### src/common/sdr_pkg.sv
package sdr_pkg;

    localparam int CLK_PS = 8000;

    localparam int RCD_PS = 20000;
    localparam int RP_PS = 20000;
    localparam int RAS_FAST_PS = 45000;
    localparam int RAS_SLOW_PS = 50000;
    localparam int RAS_MAX_NS = 120000;
    localparam int WR_FAST_PS = 15000;
    localparam int WR_SLOW_PS = 20000;
    localparam int RRD_FAST_PS = 15000;
    localparam int RRD_SLOW_PS = 20000;
    localparam int RSC_FAST_PS = 15000;
    localparam int RSC_SLOW_PS = 20000;
    localparam int RFC_FAST_PS = 75000;
    localparam int RFC_SLOW_PS = 80000;
    localparam int REF_PS = 7800000;
    localparam int RC_FAST_PS = 67500;
    localparam int RC_SLOW_PS = 70000;
    localparam int CLK_MIN_FAST_CL3_PS = 7500;
    localparam int CLK_MIN_OTHER_PS = 10000;

    // Least times round up, never below one cycle
    function automatic int sdr_cyc_min(input int ps);
        int c;
        c = (ps + CLK_PS - 1) / CLK_PS;
        return (c < 1) ? 1 : c;
    endfunction : sdr_cyc_min

    // Longest times round down, never below one cycle
    function automatic int sdr_cyc_max(input int ps);
        int c;
        c = ps / CLK_PS;
        return (c < 1) ? 1 : c;
    endfunction : sdr_cyc_max

    localparam int RAS_MAX_CYC = sdr_cyc_max(RAS_MAX_NS * 1000);
    localparam int REF_CYC = sdr_cyc_max(REF_PS);
    localparam int CLOSE_MARGIN = 16;
    localparam int RD_PIPE_EXTRA = 3;
    localparam int AP_BIT = 10;
    localparam int TW = 16;

    // cs_n, ras_n, cas_n, we_n
    localparam logic [3:0] PIN_NOP = 4'h7;
    localparam logic [3:0] PIN_ACT = 4'h3;
    localparam logic [3:0] PIN_RD = 4'h5;
    localparam logic [3:0] PIN_WR = 4'h4;
    localparam logic [3:0] PIN_PRE = 4'h2;
    localparam logic [3:0] PIN_REF = 4'h1;
    localparam logic [3:0] PIN_MRS = 4'h0;

    typedef enum logic [2:0] {
        SDR_CMD_ACT = 3'h0,
        SDR_CMD_RD = 3'h1,
        SDR_CMD_WR = 3'h2,
        SDR_CMD_PRE = 3'h3,
        SDR_CMD_MRS = 3'h4
    } sdr_cmd_t;

    typedef enum logic [1:0] {
        SDR_ST_RUN = 2'b00,
        SDR_ST_CLOSE = 2'b01,
        SDR_ST_REFRESH = 2'b10
    } sdr_state_t;

endpackage : sdr_pkg

### src/common/sdr_bank_if.sv
interface sdr_bank_if;
    logic act;
    logic rd;
    logic wr;
    logic pre;
    logic act_ok;
    logic acc_ok;
    logic pre_ok;
    logic is_open;
    logic must_close;

    modport ctrl (output act, output rd, output wr, output pre,
        input act_ok, input acc_ok, input pre_ok, input is_open, input must_close);
    modport timer (input act, input rd, input wr, input pre,
        output act_ok, output acc_ok, output pre_ok, output is_open, output must_close);
endinterface : sdr_bank_if

### src/rtl/sdr_ctrl.sv
// Behaviour
// [RQ1] Each lane mask masks write data on writes and turns off that lane's drivers on reads.
// [RQ2] A lane mask given with write data blocks that lane's storage in the same cycle.
// [RQ3] A lane mask given on a read turns that lane's output off two cycles later.
// [RQ4] A read or write waits at least 20 ns after the activate of its bank.
// [RQ5] A bank is activated again only 20 ns or more after its precharge.
// [RQ6] A bank stays open 45 ns (fast) or 50 ns (slow) at least and 120000 ns at most.
// [RQ7] Precharge follows the last write data by 15 ns (fast) or 20 ns (slow) at least.
// [RQ8] Activates to different banks are 15 ns (fast) or 20 ns (slow) apart at least.
// [RQ9] No command follows a mode set for 15 ns (fast) or 20 ns (slow).
// [RQ10] No command follows a refresh for 75 ns (fast) or 80 ns (slow).
// [RQ11] Refresh is issued on average at least every 7.8 us.
// [RQ12] Activates to the same bank are 67.5 ns (fast) or 70 ns (slow) apart at least.
// [RQ13] The clock period is 7.5 ns or more on fast grade with latency three, else 10 ns.
// [RQ14] Lanes are masked on every data cycle inside write recovery.
// [RQ15] Each least interval is rounded up to whole cycles of the clock before use, each longest one down.
module sdr_ctrl #(
    parameter bit FAST_GRADE = 1'b1,
    parameter int CAS_LAT = 3,
    parameter int BANKS = 4,
    parameter int LANES = 8,
    parameter int ROW_OPEN_MAX_CYC = sdr_pkg::RAS_MAX_CYC
) (
    input wire logic clk,
    input wire logic arst_n,
    input wire logic req_valid,
    input wire sdr_pkg::sdr_cmd_t req_cmd,
    input wire logic [$clog2(BANKS)-1:0] req_bank,
    input wire logic [12:0] req_addr,
    input wire logic [LANES*8-1:0] req_wdata,
    input wire logic [LANES-1:0] req_mask,
    output logic req_ack,
    output logic [LANES*8-1:0] rd_data,
    output logic rd_valid,
    output logic timing_error,
    output logic cs_n,
    output logic ras_n,
    output logic cas_n,
    output logic we_n,
    output logic cke,
    output logic [$clog2(BANKS)-1:0] ba,
    output logic [12:0] addr,
    output logic [LANES-1:0] byte_lane_mask,
    output logic [LANES*8-1:0] dq_out,
    output logic dq_oe,
    input wire logic [LANES*8-1:0] dq_in
);
    localparam int BW = $clog2(BANKS);
    localparam int TW = sdr_pkg::TW;
    localparam int RCD_C = sdr_pkg::sdr_cyc_min(sdr_pkg::RCD_PS); // see [RQ15]
    localparam int RP_C = sdr_pkg::sdr_cyc_min(sdr_pkg::RP_PS);
    localparam int RAS_C = sdr_pkg::sdr_cyc_min(FAST_GRADE ? sdr_pkg::RAS_FAST_PS :
        sdr_pkg::RAS_SLOW_PS);
    localparam int RC_C = sdr_pkg::sdr_cyc_min(FAST_GRADE ? sdr_pkg::RC_FAST_PS :
        sdr_pkg::RC_SLOW_PS);
    localparam int WR_C = sdr_pkg::sdr_cyc_min(FAST_GRADE ? sdr_pkg::WR_FAST_PS :
        sdr_pkg::WR_SLOW_PS);
    localparam int RRD_C = sdr_pkg::sdr_cyc_min(FAST_GRADE ? sdr_pkg::RRD_FAST_PS :
        sdr_pkg::RRD_SLOW_PS);
    localparam int RSC_C = sdr_pkg::sdr_cyc_min(FAST_GRADE ? sdr_pkg::RSC_FAST_PS :
        sdr_pkg::RSC_SLOW_PS);
    localparam int RFC_C = sdr_pkg::sdr_cyc_min(FAST_GRADE ? sdr_pkg::RFC_FAST_PS :
        sdr_pkg::RFC_SLOW_PS);
    localparam int CLK_REQ_PS = (FAST_GRADE && CAS_LAT == 3) ?
        sdr_pkg::CLK_MIN_FAST_CL3_PS : sdr_pkg::CLK_MIN_OTHER_PS;
    localparam int RD_LAT = CAS_LAT + sdr_pkg::RD_PIPE_EXTRA;
    localparam int MI = (CAS_LAT > 2) ? CAS_LAT - 3 : 0;
    localparam logic [3:0] CMD_PINS [5] = '{sdr_pkg::PIN_ACT, sdr_pkg::PIN_RD, sdr_pkg::PIN_WR,
        sdr_pkg::PIN_PRE, sdr_pkg::PIN_MRS};
    sdr_bank_if bank_if[BANKS] ();
    logic [BANKS-1:0] act_ok;
    logic [BANKS-1:0] acc_ok;
    logic [BANKS-1:0] pre_ok;
    logic [BANKS-1:0] is_open;
    logic [BANKS-1:0] must_close;
    logic [BANKS-1:0] ev_act;
    logic [BANKS-1:0] ev_rd;
    logic [BANKS-1:0] ev_wr;
    logic [BANKS-1:0] ev_pre;
    genvar gi;
    generate
        for (gi = 0; gi < BANKS; gi++) begin : g_bank
            assign bank_if[gi].act = ev_act[gi];
            assign bank_if[gi].rd = ev_rd[gi];
            assign bank_if[gi].wr = ev_wr[gi];
            assign bank_if[gi].pre = ev_pre[gi];
            assign act_ok[gi] = bank_if[gi].act_ok;
            assign acc_ok[gi] = bank_if[gi].acc_ok;
            assign pre_ok[gi] = bank_if[gi].pre_ok;
            assign is_open[gi] = bank_if[gi].is_open;
            assign must_close[gi] = bank_if[gi].must_close;
            sdr_bank_timer #(
                .RCD_CYC(RCD_C),
                .RP_CYC(RP_C),
                .RAS_CYC(RAS_C),
                .RC_CYC(RC_C),
                .WR_CYC(WR_C),
                .RAS_MAX_CYC(ROW_OPEN_MAX_CYC)
            ) u_timer (
                .clk(clk),
                .arst_n(arst_n),
                .bank(bank_if[gi])
            );
        end
    endgenerate
    sdr_pkg::sdr_state_t state;
    sdr_pkg::sdr_state_t next_state;
    logic [TW-1:0] glob_wait;
    logic [TW-1:0] rrd_wait;
    logic [TW-1:0] ref_cnt;
    logic ref_due;
    logic [LANES*8-1:0] dq_sync1;
    logic [LANES*8-1:0] dq_sync2;
    logic [RD_LAT-1:0] rd_pipe;
    logic [LANES-1:0] rd_mask_pipe [RD_LAT];
    logic issue;
    logic take;
    logic [3:0] next_pins;
    logic [BW-1:0] next_ba;
    logic [12:0] next_addr;
    logic close_any;
    logic [BW-1:0] close_bank;
    logic req_legal;
    always_comb begin
        close_any = 1'b0;
        close_bank = '0;
        for (int i = BANKS - 1; i >= 0; i--) begin
            if (must_close[i] && pre_ok[i]) begin
                close_any = 1'b1;
                close_bank = BW'(i);
            end
        end
        unique case (req_cmd)
            sdr_pkg::SDR_CMD_ACT: req_legal = act_ok[req_bank] && rrd_wait == '0; // see [RQ8]
            sdr_pkg::SDR_CMD_RD: req_legal = acc_ok[req_bank]; // see [RQ4]
            sdr_pkg::SDR_CMD_WR: req_legal = acc_ok[req_bank]; // see [RQ4]
            sdr_pkg::SDR_CMD_PRE: req_legal = pre_ok[req_bank]; // see [RQ6] [RQ7]
            sdr_pkg::SDR_CMD_MRS: req_legal = &act_ok;
            default: req_legal = 1'b0;
        endcase
    end
    always_comb begin
        next_state = state;
        next_pins = sdr_pkg::PIN_NOP;
        next_ba = '0;
        next_addr = '0;
        ev_act = '0;
        ev_rd = '0;
        ev_wr = '0;
        ev_pre = '0;
        take = 1'b0;
        issue = 1'b0;
        if (glob_wait == '0) begin // see [RQ9] [RQ10]
            unique case (state)
                sdr_pkg::SDR_ST_RUN: begin
                    if (close_any) begin
                        next_pins = sdr_pkg::PIN_PRE; // see [RQ6]
                        next_ba = close_bank;
                        ev_pre[close_bank] = 1'b1;
                    end else if (ref_due) begin
                        next_state = sdr_pkg::SDR_ST_CLOSE;
                    end else if (req_valid && !req_ack && req_legal) begin
                        take = 1'b1;
                        issue = 1'b1;
                        next_pins = CMD_PINS[req_cmd];
                        next_ba = req_bank;
                        next_addr = req_addr;
                        next_addr[sdr_pkg::AP_BIT] = req_addr[sdr_pkg::AP_BIT]
                            && req_cmd inside {sdr_pkg::SDR_CMD_ACT, sdr_pkg::SDR_CMD_MRS};
                        ev_act[req_bank] = req_cmd == sdr_pkg::SDR_CMD_ACT;
                        ev_rd[req_bank] = req_cmd == sdr_pkg::SDR_CMD_RD;
                        ev_wr[req_bank] = req_cmd == sdr_pkg::SDR_CMD_WR;
                        ev_pre[req_bank] = req_cmd == sdr_pkg::SDR_CMD_PRE;
                    end
                end
                sdr_pkg::SDR_ST_CLOSE: begin
                    if ((pre_ok | ~is_open) == {BANKS{1'b1}}) begin
                        next_pins = sdr_pkg::PIN_PRE;
                        next_addr[sdr_pkg::AP_BIT] = 1'b1;
                        ev_pre = is_open;
                        next_state = sdr_pkg::SDR_ST_REFRESH;
                    end
                end
                sdr_pkg::SDR_ST_REFRESH: begin
                    if (&act_ok) begin // see [RQ5]
                        next_pins = sdr_pkg::PIN_REF; // see [RQ11]
                        next_state = sdr_pkg::SDR_ST_RUN;
                    end
                end
                default: next_state = sdr_pkg::SDR_ST_RUN;
            endcase
        end
    end
    always_ff @(posedge clk or negedge arst_n) begin
        if (!arst_n) begin
            state <= sdr_pkg::SDR_ST_RUN;
            req_ack <= 1'b0;
        end else begin
            state <= next_state;
            req_ack <= take;
        end
    end
    always_ff @(posedge clk or negedge arst_n) begin
        if (!arst_n) begin
            {cs_n, ras_n, cas_n, we_n} <= sdr_pkg::PIN_NOP;
            cke <= 1'b0;
            ba <= '0;
            addr <= '0;
            byte_lane_mask <= '1;
            dq_out <= '0;
            dq_oe <= 1'b0;
        end else begin
            {cs_n, ras_n, cas_n, we_n} <= next_pins;
            cke <= 1'b1;
            ba <= next_ba;
            addr <= next_addr;
            // Masked except on own data cycles
            byte_lane_mask <= '1; // see [RQ14]
            dq_oe <= 1'b0;
            if (issue && req_cmd == sdr_pkg::SDR_CMD_WR) begin
                byte_lane_mask <= req_mask; // see [RQ1] [RQ2]
                dq_out <= req_wdata;
                dq_oe <= 1'b1;
            end else if ((CAS_LAT == 2) ? issue && req_cmd == sdr_pkg::SDR_CMD_RD
                    : rd_pipe[MI]) begin
                byte_lane_mask <= (CAS_LAT == 2) ? req_mask : rd_mask_pipe[MI]; // see [RQ1] [RQ3]
            end
        end
    end
    always_ff @(posedge clk or negedge arst_n) begin
        if (!arst_n) begin
            glob_wait <= '0;
            rrd_wait <= '0;
        end else begin
            if (next_pins == sdr_pkg::PIN_REF) begin
                glob_wait <= TW'(RFC_C - 1); // see [RQ10]
            end else if (next_pins == sdr_pkg::PIN_MRS) begin
                glob_wait <= TW'(RSC_C - 1); // see [RQ9]
            end else if (glob_wait != '0) begin
                glob_wait <= glob_wait - 1'b1;
            end
            if (next_pins == sdr_pkg::PIN_ACT) begin
                rrd_wait <= TW'(RRD_C - 1); // see [RQ8]
            end else if (rrd_wait != '0) begin
                rrd_wait <= rrd_wait - 1'b1;
            end
        end
    end
    // Set wins over clear
    always_ff @(posedge clk or negedge arst_n) begin
        if (!arst_n) begin
            ref_cnt <= '0;
            ref_due <= 1'b0;
        end else begin
            if (ref_cnt == TW'(sdr_pkg::REF_CYC - 1)) begin
                ref_cnt <= '0;
                ref_due <= 1'b1; // see [RQ11]
            end else begin
                ref_cnt <= ref_cnt + 1'b1;
                if (next_pins == sdr_pkg::PIN_REF) begin
                    ref_due <= 1'b0;
                end
            end
        end
    end
    always_ff @(posedge clk or negedge arst_n) begin
        if (!arst_n) begin
            dq_sync1 <= '0;
            dq_sync2 <= '0;
            rd_pipe <= '0;
            rd_data <= '0;
            rd_valid <= 1'b0;
            for (int i = 0; i < RD_LAT; i++) begin
                rd_mask_pipe[i] <= '0;
            end
        end else begin
            dq_sync1 <= dq_in;
            dq_sync2 <= dq_sync1;
            rd_pipe <= {rd_pipe[RD_LAT-2:0], issue && req_cmd == sdr_pkg::SDR_CMD_RD};
            rd_mask_pipe[0] <= req_mask;
            for (int i = 1; i < RD_LAT; i++) begin
                rd_mask_pipe[i] <= rd_mask_pipe[i-1];
            end
            rd_valid <= rd_pipe[RD_LAT-1];
            // Floating masked lanes read zero
            for (int l = 0; l < LANES; l++) begin
                rd_data[l*8 +: 8] <= rd_mask_pipe[RD_LAT-1][l] ? 8'h00 :
                    dq_sync2[l*8 +: 8]; // see [RQ3]
            end
        end
    end
    always_ff @(posedge clk or negedge arst_n) begin
        if (!arst_n) begin
            timing_error <= 1'b0;
        end else begin
            timing_error <= sdr_pkg::CLK_PS < CLK_REQ_PS; // see [RQ13]
        end
    end
endmodule : sdr_ctrl

### src/rtl/sdr_bank_timer.sv
module sdr_bank_timer #(
    parameter int RCD_CYC = 3,
    parameter int RP_CYC = 3,
    parameter int RAS_CYC = 6,
    parameter int RC_CYC = 9,
    parameter int WR_CYC = 2,
    parameter int RAS_MAX_CYC = 15000
) (
    input wire logic clk,
    input wire logic arst_n,
    sdr_bank_if.timer bank
);
    localparam logic [sdr_pkg::TW-1:0] L_RCD = sdr_pkg::TW'(RCD_CYC - 1);
    localparam logic [sdr_pkg::TW-1:0] L_RP = sdr_pkg::TW'(RP_CYC - 1);
    localparam logic [sdr_pkg::TW-1:0] L_RAS = sdr_pkg::TW'(RAS_CYC - 1);
    localparam logic [sdr_pkg::TW-1:0] L_RC = sdr_pkg::TW'(RC_CYC - 1);
    localparam logic [sdr_pkg::TW-1:0] L_WR = sdr_pkg::TW'(WR_CYC - 1);
    localparam logic [sdr_pkg::TW-1:0] L_CLOSE =
        sdr_pkg::TW'(RAS_MAX_CYC - sdr_pkg::CLOSE_MARGIN);

    logic [sdr_pkg::TW-1:0] act_wait;
    logic [sdr_pkg::TW-1:0] acc_wait;
    logic [sdr_pkg::TW-1:0] pre_wait;
    logic [sdr_pkg::TW-1:0] open_cnt;
    logic [sdr_pkg::TW-1:0] act_dec;
    logic [sdr_pkg::TW-1:0] pre_dec;
    logic open;

    assign act_dec = (act_wait == '0) ? '0 : act_wait - 1'b1;
    assign pre_dec = (pre_wait == '0) ? '0 : pre_wait - 1'b1;

    always_ff @(posedge clk or negedge arst_n) begin
        if (!arst_n) begin
            act_wait <= '0;
            acc_wait <= '0;
            pre_wait <= '0;
        end else begin
            if (bank.act) begin
                act_wait <= L_RC; // see [RQ12]
                acc_wait <= L_RCD; // see [RQ4]
                pre_wait <= L_RAS; // see [RQ6]
            end else begin
                if (bank.pre) begin
                    act_wait <= (act_dec > L_RP) ? act_dec : L_RP; // see [RQ5]
                end else begin
                    act_wait <= act_dec;
                end
                if (acc_wait != '0) begin
                    acc_wait <= acc_wait - 1'b1;
                end
                if (bank.wr) begin
                    pre_wait <= (pre_dec > L_WR) ? pre_dec : L_WR; // see [RQ7]
                end else begin
                    pre_wait <= pre_dec;
                end
            end
        end
    end

    always_ff @(posedge clk or negedge arst_n) begin
        if (!arst_n) begin
            open <= 1'b0;
            open_cnt <= '0;
        end else if (bank.act) begin
            open <= 1'b1;
            open_cnt <= '0;
        end else if (bank.pre) begin
            open <= 1'b0;
            open_cnt <= '0;
        end else if (open && open_cnt != L_CLOSE) begin
            open_cnt <= open_cnt + 1'b1;
        end
    end

    assign bank.is_open = open;
    assign bank.act_ok = !open && act_wait == '0;
    assign bank.acc_ok = open && acc_wait == '0;
    assign bank.pre_ok = open && pre_wait == '0;
    assign bank.must_close = open && open_cnt == L_CLOSE; // see [RQ6]
endmodule : sdr_bank_timer

### config.mk
export PLATFORM = sky130hd
export DESIGN_NAME = sdr_ctrl
export DESIGN_NICKNAME = d
export VERILOG_FILES = /design/src/common/sdr_pkg.sv /design/src/common/sdr_bank_if.sv /design/src/rtl/sdr_ctrl.sv /design/src/rtl/sdr_bank_timer.sv
export SDC_FILE = /design/constraint.sdc
export NUM_CORES = 1
export LEC_CHECK = 0
export ABC_AREA = 1
export CAP_MARGIN = 20
export CORE_UTILIZATION = 50
export DETAILED_ROUTE_END_ITERATION = 7
export DONT_BUFFER_PORTS = 1
export PLACE_DENSITY = 0.7
export RECOVER_POWER = 25
export SYNTH_ARGS = -nofsm -noshare
export SYNTH_HDL_FRONTEND = slang
export SYNTH_SLANG_ARGS = --single-unit
### constraint.sdc
create_clock -name clk -period 2.2 [get_ports clk]
set_input_delay 0.66 -clock clk [delete_from_list [all_inputs] [get_ports clk]]
set_output_delay 0.66 -clock clk [all_outputs]
set_load 0.05 [all_outputs]
==> results of run 1 <==
## critical path: stages (launching register included)
cell and delay (ns):
dfrtp_1 0.39, inv_1 0.06, ha_2 0.18, nand2_2 0.08
nor2_4 0.14, nand3_4 0.13, nor2_4 0.12, nand2_2 0.07
nor2_2 0.10, nor2_1 0.06, nand3_2 0.10, nand2_4 0.07
clkinv_4 0.07, nand4_4 0.13, nor2_4 0.19, buf_12 0.14
buf_12 0.13, clkbuf_16 0.18, nand2_1 0.07, nand2_1 0.07
## flip-flops by register name (all words and copies together), names as in the netlist, 64 cells and up
| register | count |
|---|---|
| rd_data | 64 |
| dq_sync1 | 64 |
| g_bank.u_timer.open_cnt | 64 |
| g_bank.u_timer.act_wait | 64 |
| dq_sync2 | 64 |
| g_bank.u_timer.acc_wait | 64 |
| dq_out | 64 |
| g_bank.u_timer.pre_wait | 64 |
## layout make-up
cell class,instances,area share [%]
repair inverters,2,0.05589
inverters,415,4.039
repair buffers,803,16.43
clock inverters,28,0.7886
multi-input cells,2115,30.97
diodes,17,0.1056
clock buffers,90,4.803
flip-flops and latches,651,40.46
well taps,756,2.347
## per-stage QoR
step	hold WS (ns)	instance area [sq um]	total power [mW]
floorplan	0.3312	28980	12.82
global placement	0.3312	35020	12.88
detailed placement	0.3347	35020	12.91
CTS	-0.2704	38540	24.59
global route	-0.2709	40290	25.14
finish	-0.2402	40300	24.35
## cell usage after synthesis (all sizes together), types with 5 or more instances
| library cell | n | share of area, % |
|---|---|---|
| nand3 | 186 | 3.4 |
| nand4 | 71 | 1.6 |
| ha | 33 | 1.4 |
| a211oi | 12 | 0.32 |
| dfrtp | 640 | 56 |
| nor4 | 51 | 1.1 |
| dfstp | 11 | 1.0 |
| nor3 | 125 | 2.2 |
| a31oi | 9 | 0.20 |
| buf | 38 | 0.90 |
| clkbuf | 17 | 0.22 |
| or2 | 31 | 0.68 |
| nor3b | 6 | 0.16 |
| a21oi | 57 | 1.0 |
| nand3b | 9 | 0.24 |
| xnor2 | 36 | 1.1 |
| inv | 411 | 5.4 |
| xor2 | 125 | 3.8 |
| nand2 | 632 | 8.4 |
| o31ai | 5 | 0.15 |
| nor2 | 648 | 8.8 |
| o21ai | 46 | 0.81 |
| o211ai | 5 | 0.13 |
## metal layers
layer  GRT usage [%]  up-vias
li1                -    11862
met2           44.08      767
met4           11.09        0
met5               0        -
met3           5.410      218
met1           31.29    11834
## path summary, 6_finish.rpt
check / slack (ns) / endpoint / startpoint
min reg2reg: 0.34 / rd_pipe[3]$_DFF_PN0_ / rd_pipe[2]$_DFF_PN0_
min: -0.24 / rd_data[9]$_DFF_PN0_ / arst_n
min in group clk: 0.07 / dq_sync1[34]$_DFF_PN0_ / dq_in[34]
max reg2reg: -0.38 / dq_out[22]$_DFFE_PN0P_ / g_bank[0].u_timer.act_wait[1]$_DFF_PN0_
max in group asynchronous: 0.24 / g_bank[3].u_timer.acc_wait[1]$_DFFE_PN0P_ / arst_n
max: -0.38 / dq_out[22]$_DFFE_PN0P_ / g_bank[0].u_timer.act_wait[1]$_DFF_PN0_
## power breakdown
part           switching, mW  internal, mW  leakage (nW)
clock                   4.83          6.81          1.11
sequential             0.325          12.2          7.45
combinational          0.112        0.0783          11.4
## what timing repair did
| item | in CTS | in global routing |
|---|---|---|
| endpoints found under the setup margin | 377 | 379 |
| pin swaps | 77 | 96 |
| resized for setup | 258 | 292 |
| gates cloned | 6 | 19 |
| setup buffers | 37 | 33 |
| hold endpoints to repair | 641 | 641 |
## kinds of logic (layout without fill, tap and decap cells)
group / Yosys count / in the layout
adders and majority gates: 33 / 33
and+or+nand+nor: 1765 / 1769
xor gates and xnor gates: 161 / 161
AOI/OAI and AO/OA: 149 / 149
other: 2 / 20
buffers and inverters: 470 / 1338
DFF: 651 / 651
==> impl_metrics.csv, run 1 <==
group,metric,value,unit
outcome,status,"complete, but fails checks",
outcome,violations,"hold timing, slew limit, setup timing",
min_path,hold_class,"in -> async",
route,wl,79800,um
global_routing,grt_use_total,25.71,%
die,die-area,0.05806,sq mm
sta,slew_headroom,-86.22,%
synth,synthSimpleGateAreaFrac,26.84,%
cts,numCtsBuffers,68,
die,rows,87,
finish,drive_above_1_share,35.36,%
placed_design,hpwl,49170,um
finish,fin_nets,4246,
global_routing,grt_pass1_wl,119200,um
cts,clockRootBuffer,"clkbuf_16",
placed_design,dp_cells,4650,
cts,clk_pin_slew,0.06,ns
sta,fin_crit,2.578,ns
finish,utilization,71.47,%
sta,skew,0.02714,ns
synth,ys.flop_type,"dfrtp_1",
cts,cts_tree,"built",
job,cap_viol_max_count,0,
route,detail-route-antenna-nets,0,
route,met3_length,5316,um
synth,ys.warnings.count,0,
die,core-area,0.05639,sq mm
synth,ys_types,56,
route,wl_met2,39440,um
sta,max_freq,387.9,MHz
synth,synth-edff-count,0,
finish,final_cell_mix,"747 x buf_4, 640 x dfrtp_1, 528 x nand2_1, 477 x nor2_1, 353 x inv_1",
synth,seq_area_frac_synth,57.10,%
sta,worst_pin_slew,2.793,ns
finish,multi_input_area,0.01248,sq mm
finish,stdcell_count,4877,
synth,synth_mux_area_share,0,%
synth,synth_seq_cells,651,
cts,clock_latency,0.61,ns
global_routing,overflow,0,
die,start_util,50.64,%
synth,netlist_instances,3231,
setup_path,cp.required,2.73,ns
setup_path,critPathMaxFanout,8,
synth,syn_area,0.02855,sq mm
die,dieHeight,241.0,um
setup_path,cp-end-kind,"register",
sta,holdWs,-0.2402,ns
synth,synth-compound-area-share,3.032,%
synth,synthArstFlopShare,100.0,%
setup_path,start_kind,"register",
sta,slew_violations,423,
placed_design,routabilityCongestion,0.9498,
finish,regArea,0.01630,sq mm
global_routing,antenna_found_initial,17,
route,drc,0,
sta,fin_setup_tns,-99.73,ns
route,met1_length,31700,um
route,vias,24681,
route,drt_iter0_drc,1773,
synth,synth_xor_area_share,4.939,%
global_routing,grt_max_degree,652,
die,ios,317,
synth,synth_adder_area_share,1.446,%
route,wl_per_cell,16.36,um
setup_path,worstPathArrival,3.11,ns
power,powerDensity,604.3,mW/mm^2
finish,syn_to_final_growth,41.13,%
placed_design,portBuffers,0,
cts,h-tree-depth,3,
synth,synth_top_family_by_area,"simple AND/OR/NAND/NOR gates",
setup_path,reg2regPathDepth,19,
die,die_x,241.0,um
cts,clock_sinks,651,
finish,fill_cells,3892,
power,cellLeakagePower,20.00,nW
sta,setup_viol,373,
cts,clk_path_buf_depth,3,
power,peakVddDrop,0.0006203,V
route,highest_layer,"met4",
sta,rsz0062_at_grt,"true",
finish,final_common_cell,"buf_4",
placed_design,pre_cts_ws,-0.4546,ns
sta,hold_viol,184,
route,viasPerCell,5.061,
global_routing,first_global_vias,24219,
synth,synth_area_per_cell,8.837,sq um
sta,fin_crit_sh,117.2,%
sta,layout_setup_ws,-0.3779,ns
setup_path,crit_type,"reg -> reg",
route,dr.pass1.iters,5,
No activity file was read; power rests on OpenSTA's default activity.
==> inputs of run 2 (changes only) <==
ABC_AREA = unset   (was 1)
MAX_ROUTING_LAYER = met4   (was unset)
==> impl_metrics.csv, run 2 <==
group,metric,value,unit
finish,drive_above_1_share,31.43,%
placed_design,pre_cts_ws,-1.145,ns
sta,hold_viol,431,
synth,synth_area_leaders,"dfrtp_1 57%, xnor2_1 4.2%, nor2_1 3.7%, nor3_1 3.3%, xor2_1 3.2%",
global_routing,grt_pass1_wl,119600,um
global_routing,grt_max_degree,652,
cts,clk_path_buf_depth,3,
finish,syn_to_final_growth,33.00,%
die,core-area,0.05520,sq mm
route,wl,76010,um
synth,synth_largest_area_cell,"dfrtp_1",
die,ios,317,
cts,numCtsBuffers,69,
outcome,status,"complete, but fails checks",
route,viasPerCell,5.535,
synth,synth_seq_cells,651,
synth,synth_commonest_cells,"640 x dfrtp_1, 273 x nor2_1, 184 x nor3_1, 143 x nand2_1, 133 x xnor2_1",
synth,seq_area_frac_synth,58.21,%
placed_design,portBuffers,0,
setup_path,timing.critical_path.mode_cell,"buf_4",
route,vias,21934,
outcome,violations,"hold timing, slew limit, setup timing",
sta,slew_violations,75,
sta,holdWs,-0.2926,ns
cts,h-tree-depth,3,
global_routing,grt_use_total,27.26,%
sta,fin_crit,3.360,ns
cts,clock_sinks,651,
placed_design,hpwl,49870,um
route,drt_iter0_drc,1519,
route,drc,0,
synth,synthArstFlopShare,100.0,%
synth,synth-edff-count,0,
placed_design,dp_cells,3791,
setup_path,reg2regPathDepth,14,
route,dr.pass1.iters,7,
setup_path,critPathSlowestCell,"or4b_4",
synth,ys.flop_type,"dfrtp_1",
route,detail-route-antenna-nets,0,
finish,fin_nets,3346,
die,start_util,50.75,%
die,rows,86,
synth,synth_top_area_share,57.17,%
synth,synth_area_per_cell,11.07,sq um
setup_path,crit_type,"reg -> reg",
cts,cts_tree,"built",
setup_path,critical_path.cell_chain,"inv_2 > ha_4 > or4b_4 > or4b_4 > nor4_4 > nand3_1 > buf_4 > nand4_1 > buf_4 > buf_6 > nand4_1 > buf_4 > buf_6 > and3_4",
global_routing,antenna_found_initial,9,
power,peakVddDrop,0.0005695,V
sta,max_freq,297.6,MHz
synth,yosysMostFrequentCell,"dfrtp_1",
die,die_x,238.7,um
global_routing,first_global_vias,22690,
sta,layout_setup_ws,-1.160,ns
setup_path,cp.required,2.70,ns
sta,worst_pin_slew,1.545,ns
die,die-area,0.05698,sq mm
power,cellLeakagePower,16.27,nW
power,powerDensity,659.5,mW/mm^2
sta,slew_headroom,-2.971,%
sta,rsz0062_at_grt,"true",
job,cap_viol_max_count,0,
setup_path,worstPathArrival,3.86,ns
cts,clockRootBuffer,"clkbuf_16",
setup_path,start_kind,"register",
synth,syn_area,0.02801,sq mm
setup_path,cp_slowest_stage_delay,0.53,ns
sta,setup_viol,376,
sta,skew,0.04830,ns
synth,ys.warnings.count,0,
finish,final_common_cell,"dfrtp_1",
synth,ys_types,86,
synth,netlist_instances,2531,
cts,clk_pin_slew,0.07,ns
route,wl_per_cell,19.18,um
finish,stdcell_count,3963,
global_routing,overflow,0,
sta,fin_crit_sh,152.7,%
min_path,hold_class,"in -> async",
finish,final_cell_mix,"640 x dfrtp_1, 604 x buf_4, 270 x nor2_1, 137 x nand2_1, 136 x nor3_1",
setup_path,critPathMaxFanout,7,
placed_design,routabilityCongestion,0.9531,
setup_path,cp-end-kind,"register",
cts,clock_latency,0.65,ns
die,dieHeight,238.7,um
sta,fin_setup_tns,-376.78,ns
==> run 2: cell types whose count changed in the layout (fill, tap and decap cells not counted), sizes merged, moves of 86 or more <==
cell / delta
nand2: -492
nor2: -374
inv: -356
buf: -146
nand3: -123
xnor2: +97
nor2b: +86
==> run 2: final cells by class <==
cell class / instances / area (sq um)
Timing Repair Buffer: 655 / 5527
Fill cell: 3923 / 17940
Inverter: 58 / 217.7
Clock inverter: 33 / 455.4
Multi-Input combinational cell: 1721 / 11880
Sequential cell: 651 / 16300
Clock buffer: 92 / 1923
Tap cell: 748 / 935.9
Antenna cell: 5 / 12.51
==> run 2: worst paths after layout <==
path	startpoint	endpoint	slack, ns
setup / recovery	g_bank[2].u_timer.act_wait[1]$_DFF_PN0_	g_bank[2].u_timer.pre_wait[3]$_DFF_PN0_	-1.16
hold / removal	arst_n	rd_data[15]$_DFF_PN0_	-0.29
setup reg to reg	g_bank[2].u_timer.act_wait[1]$_DFF_PN0_	g_bank[2].u_timer.pre_wait[3]$_DFF_PN0_	-1.16
hold reg to reg	rd_mask_pipe[36]$_DFF_PN0_	rd_mask_pipe[28]$_DFF_PN0_	0.33
max in group asynchronous	arst_n	g_bank[3].u_timer.pre_wait[13]$_DFF_PN0_	1.22
min in group clk	dq_in[10]	dq_sync1[10]$_DFF_PN0_	0.04
==> run 2: kinds of logic (layout without fill, tap and decap cells) <==
| family | after synthesis | after routing | share of synthesized area [%] |
|---|---|---|---|
| other | 2 | 8 | 0.02681 |
| DFF | 651 | 651 | 58.21 |
| and+or+nand+nor | 1129 | 1131 | 21.54 |
| AOI/OAI and AO/OA | 225 | 225 | 5.400 |
| adders and majority gates | 33 | 33 | 1.474 |
| muxes | 94 | 94 | 3.689 |
| xor gates and xnor gates | 235 | 235 | 7.348 |
| buffers and inverters | 162 | 838 | 2.314 |
==> run 2: metal layers <==
metal  track usage, %  vias up  routed length, um
met3            5.092      156               4209
met2            46.93      643              39040
li1                 -    10115                  -
met5                -        -                  0
met4            8.275        0               2200
met1            32.39    11020              30550
==> run 2: stage by stage <==
| step | power, mW | area [sq um] | hold WS (ns) | utilization, % |
|---|---|---|---|---|
| floorplan | 12.79 | 28630 | 0.3312 | - |
| global placement | 12.86 | 33810 | 0.3313 | 61.25 |
| detailed placement | 12.89 | 33810 | 0.3347 | 61.25 |
| CTS | 24.83 | 36680 | -0.3174 | 66.44 |
| global route | 25.36 | 37250 | -0.3085 | 67.49 |
| finish | 24.57 | 37260 | -0.2926 | 67.49 |
==> run 2: what timing repair did <==
item	CTS	global route
resized for setup	37	73
cloned	7	11
setup buffers	20	6
endpoints found under the hold margin	649	642
endpoints found under the setup margin	376	378
pin swaps	19	25
==> run 2: critical path, delay by kind of cell, from the launching register on <==
kind	cells	cell delay [ns]
buffers and inverters	6	0.84
flip-flops	1	0.40
AND/OR/NAND/NOR	7	1.87
adder cells (fa/ha/maj)	1	0.13
==> run 2: power breakdown <==
group / switching [mW] / leakage [nW] / total (mW) / internal (mW)
clock: 5.10 / 1.14 / 11.9 / 6.78
sequential: 0.328 / 7.76 / 12.5 / 12.2
combinational: 0.0832 / 7.37 / 0.163 / 0.0802
total: 5.51 / 16.3 / 24.6 / 19.1
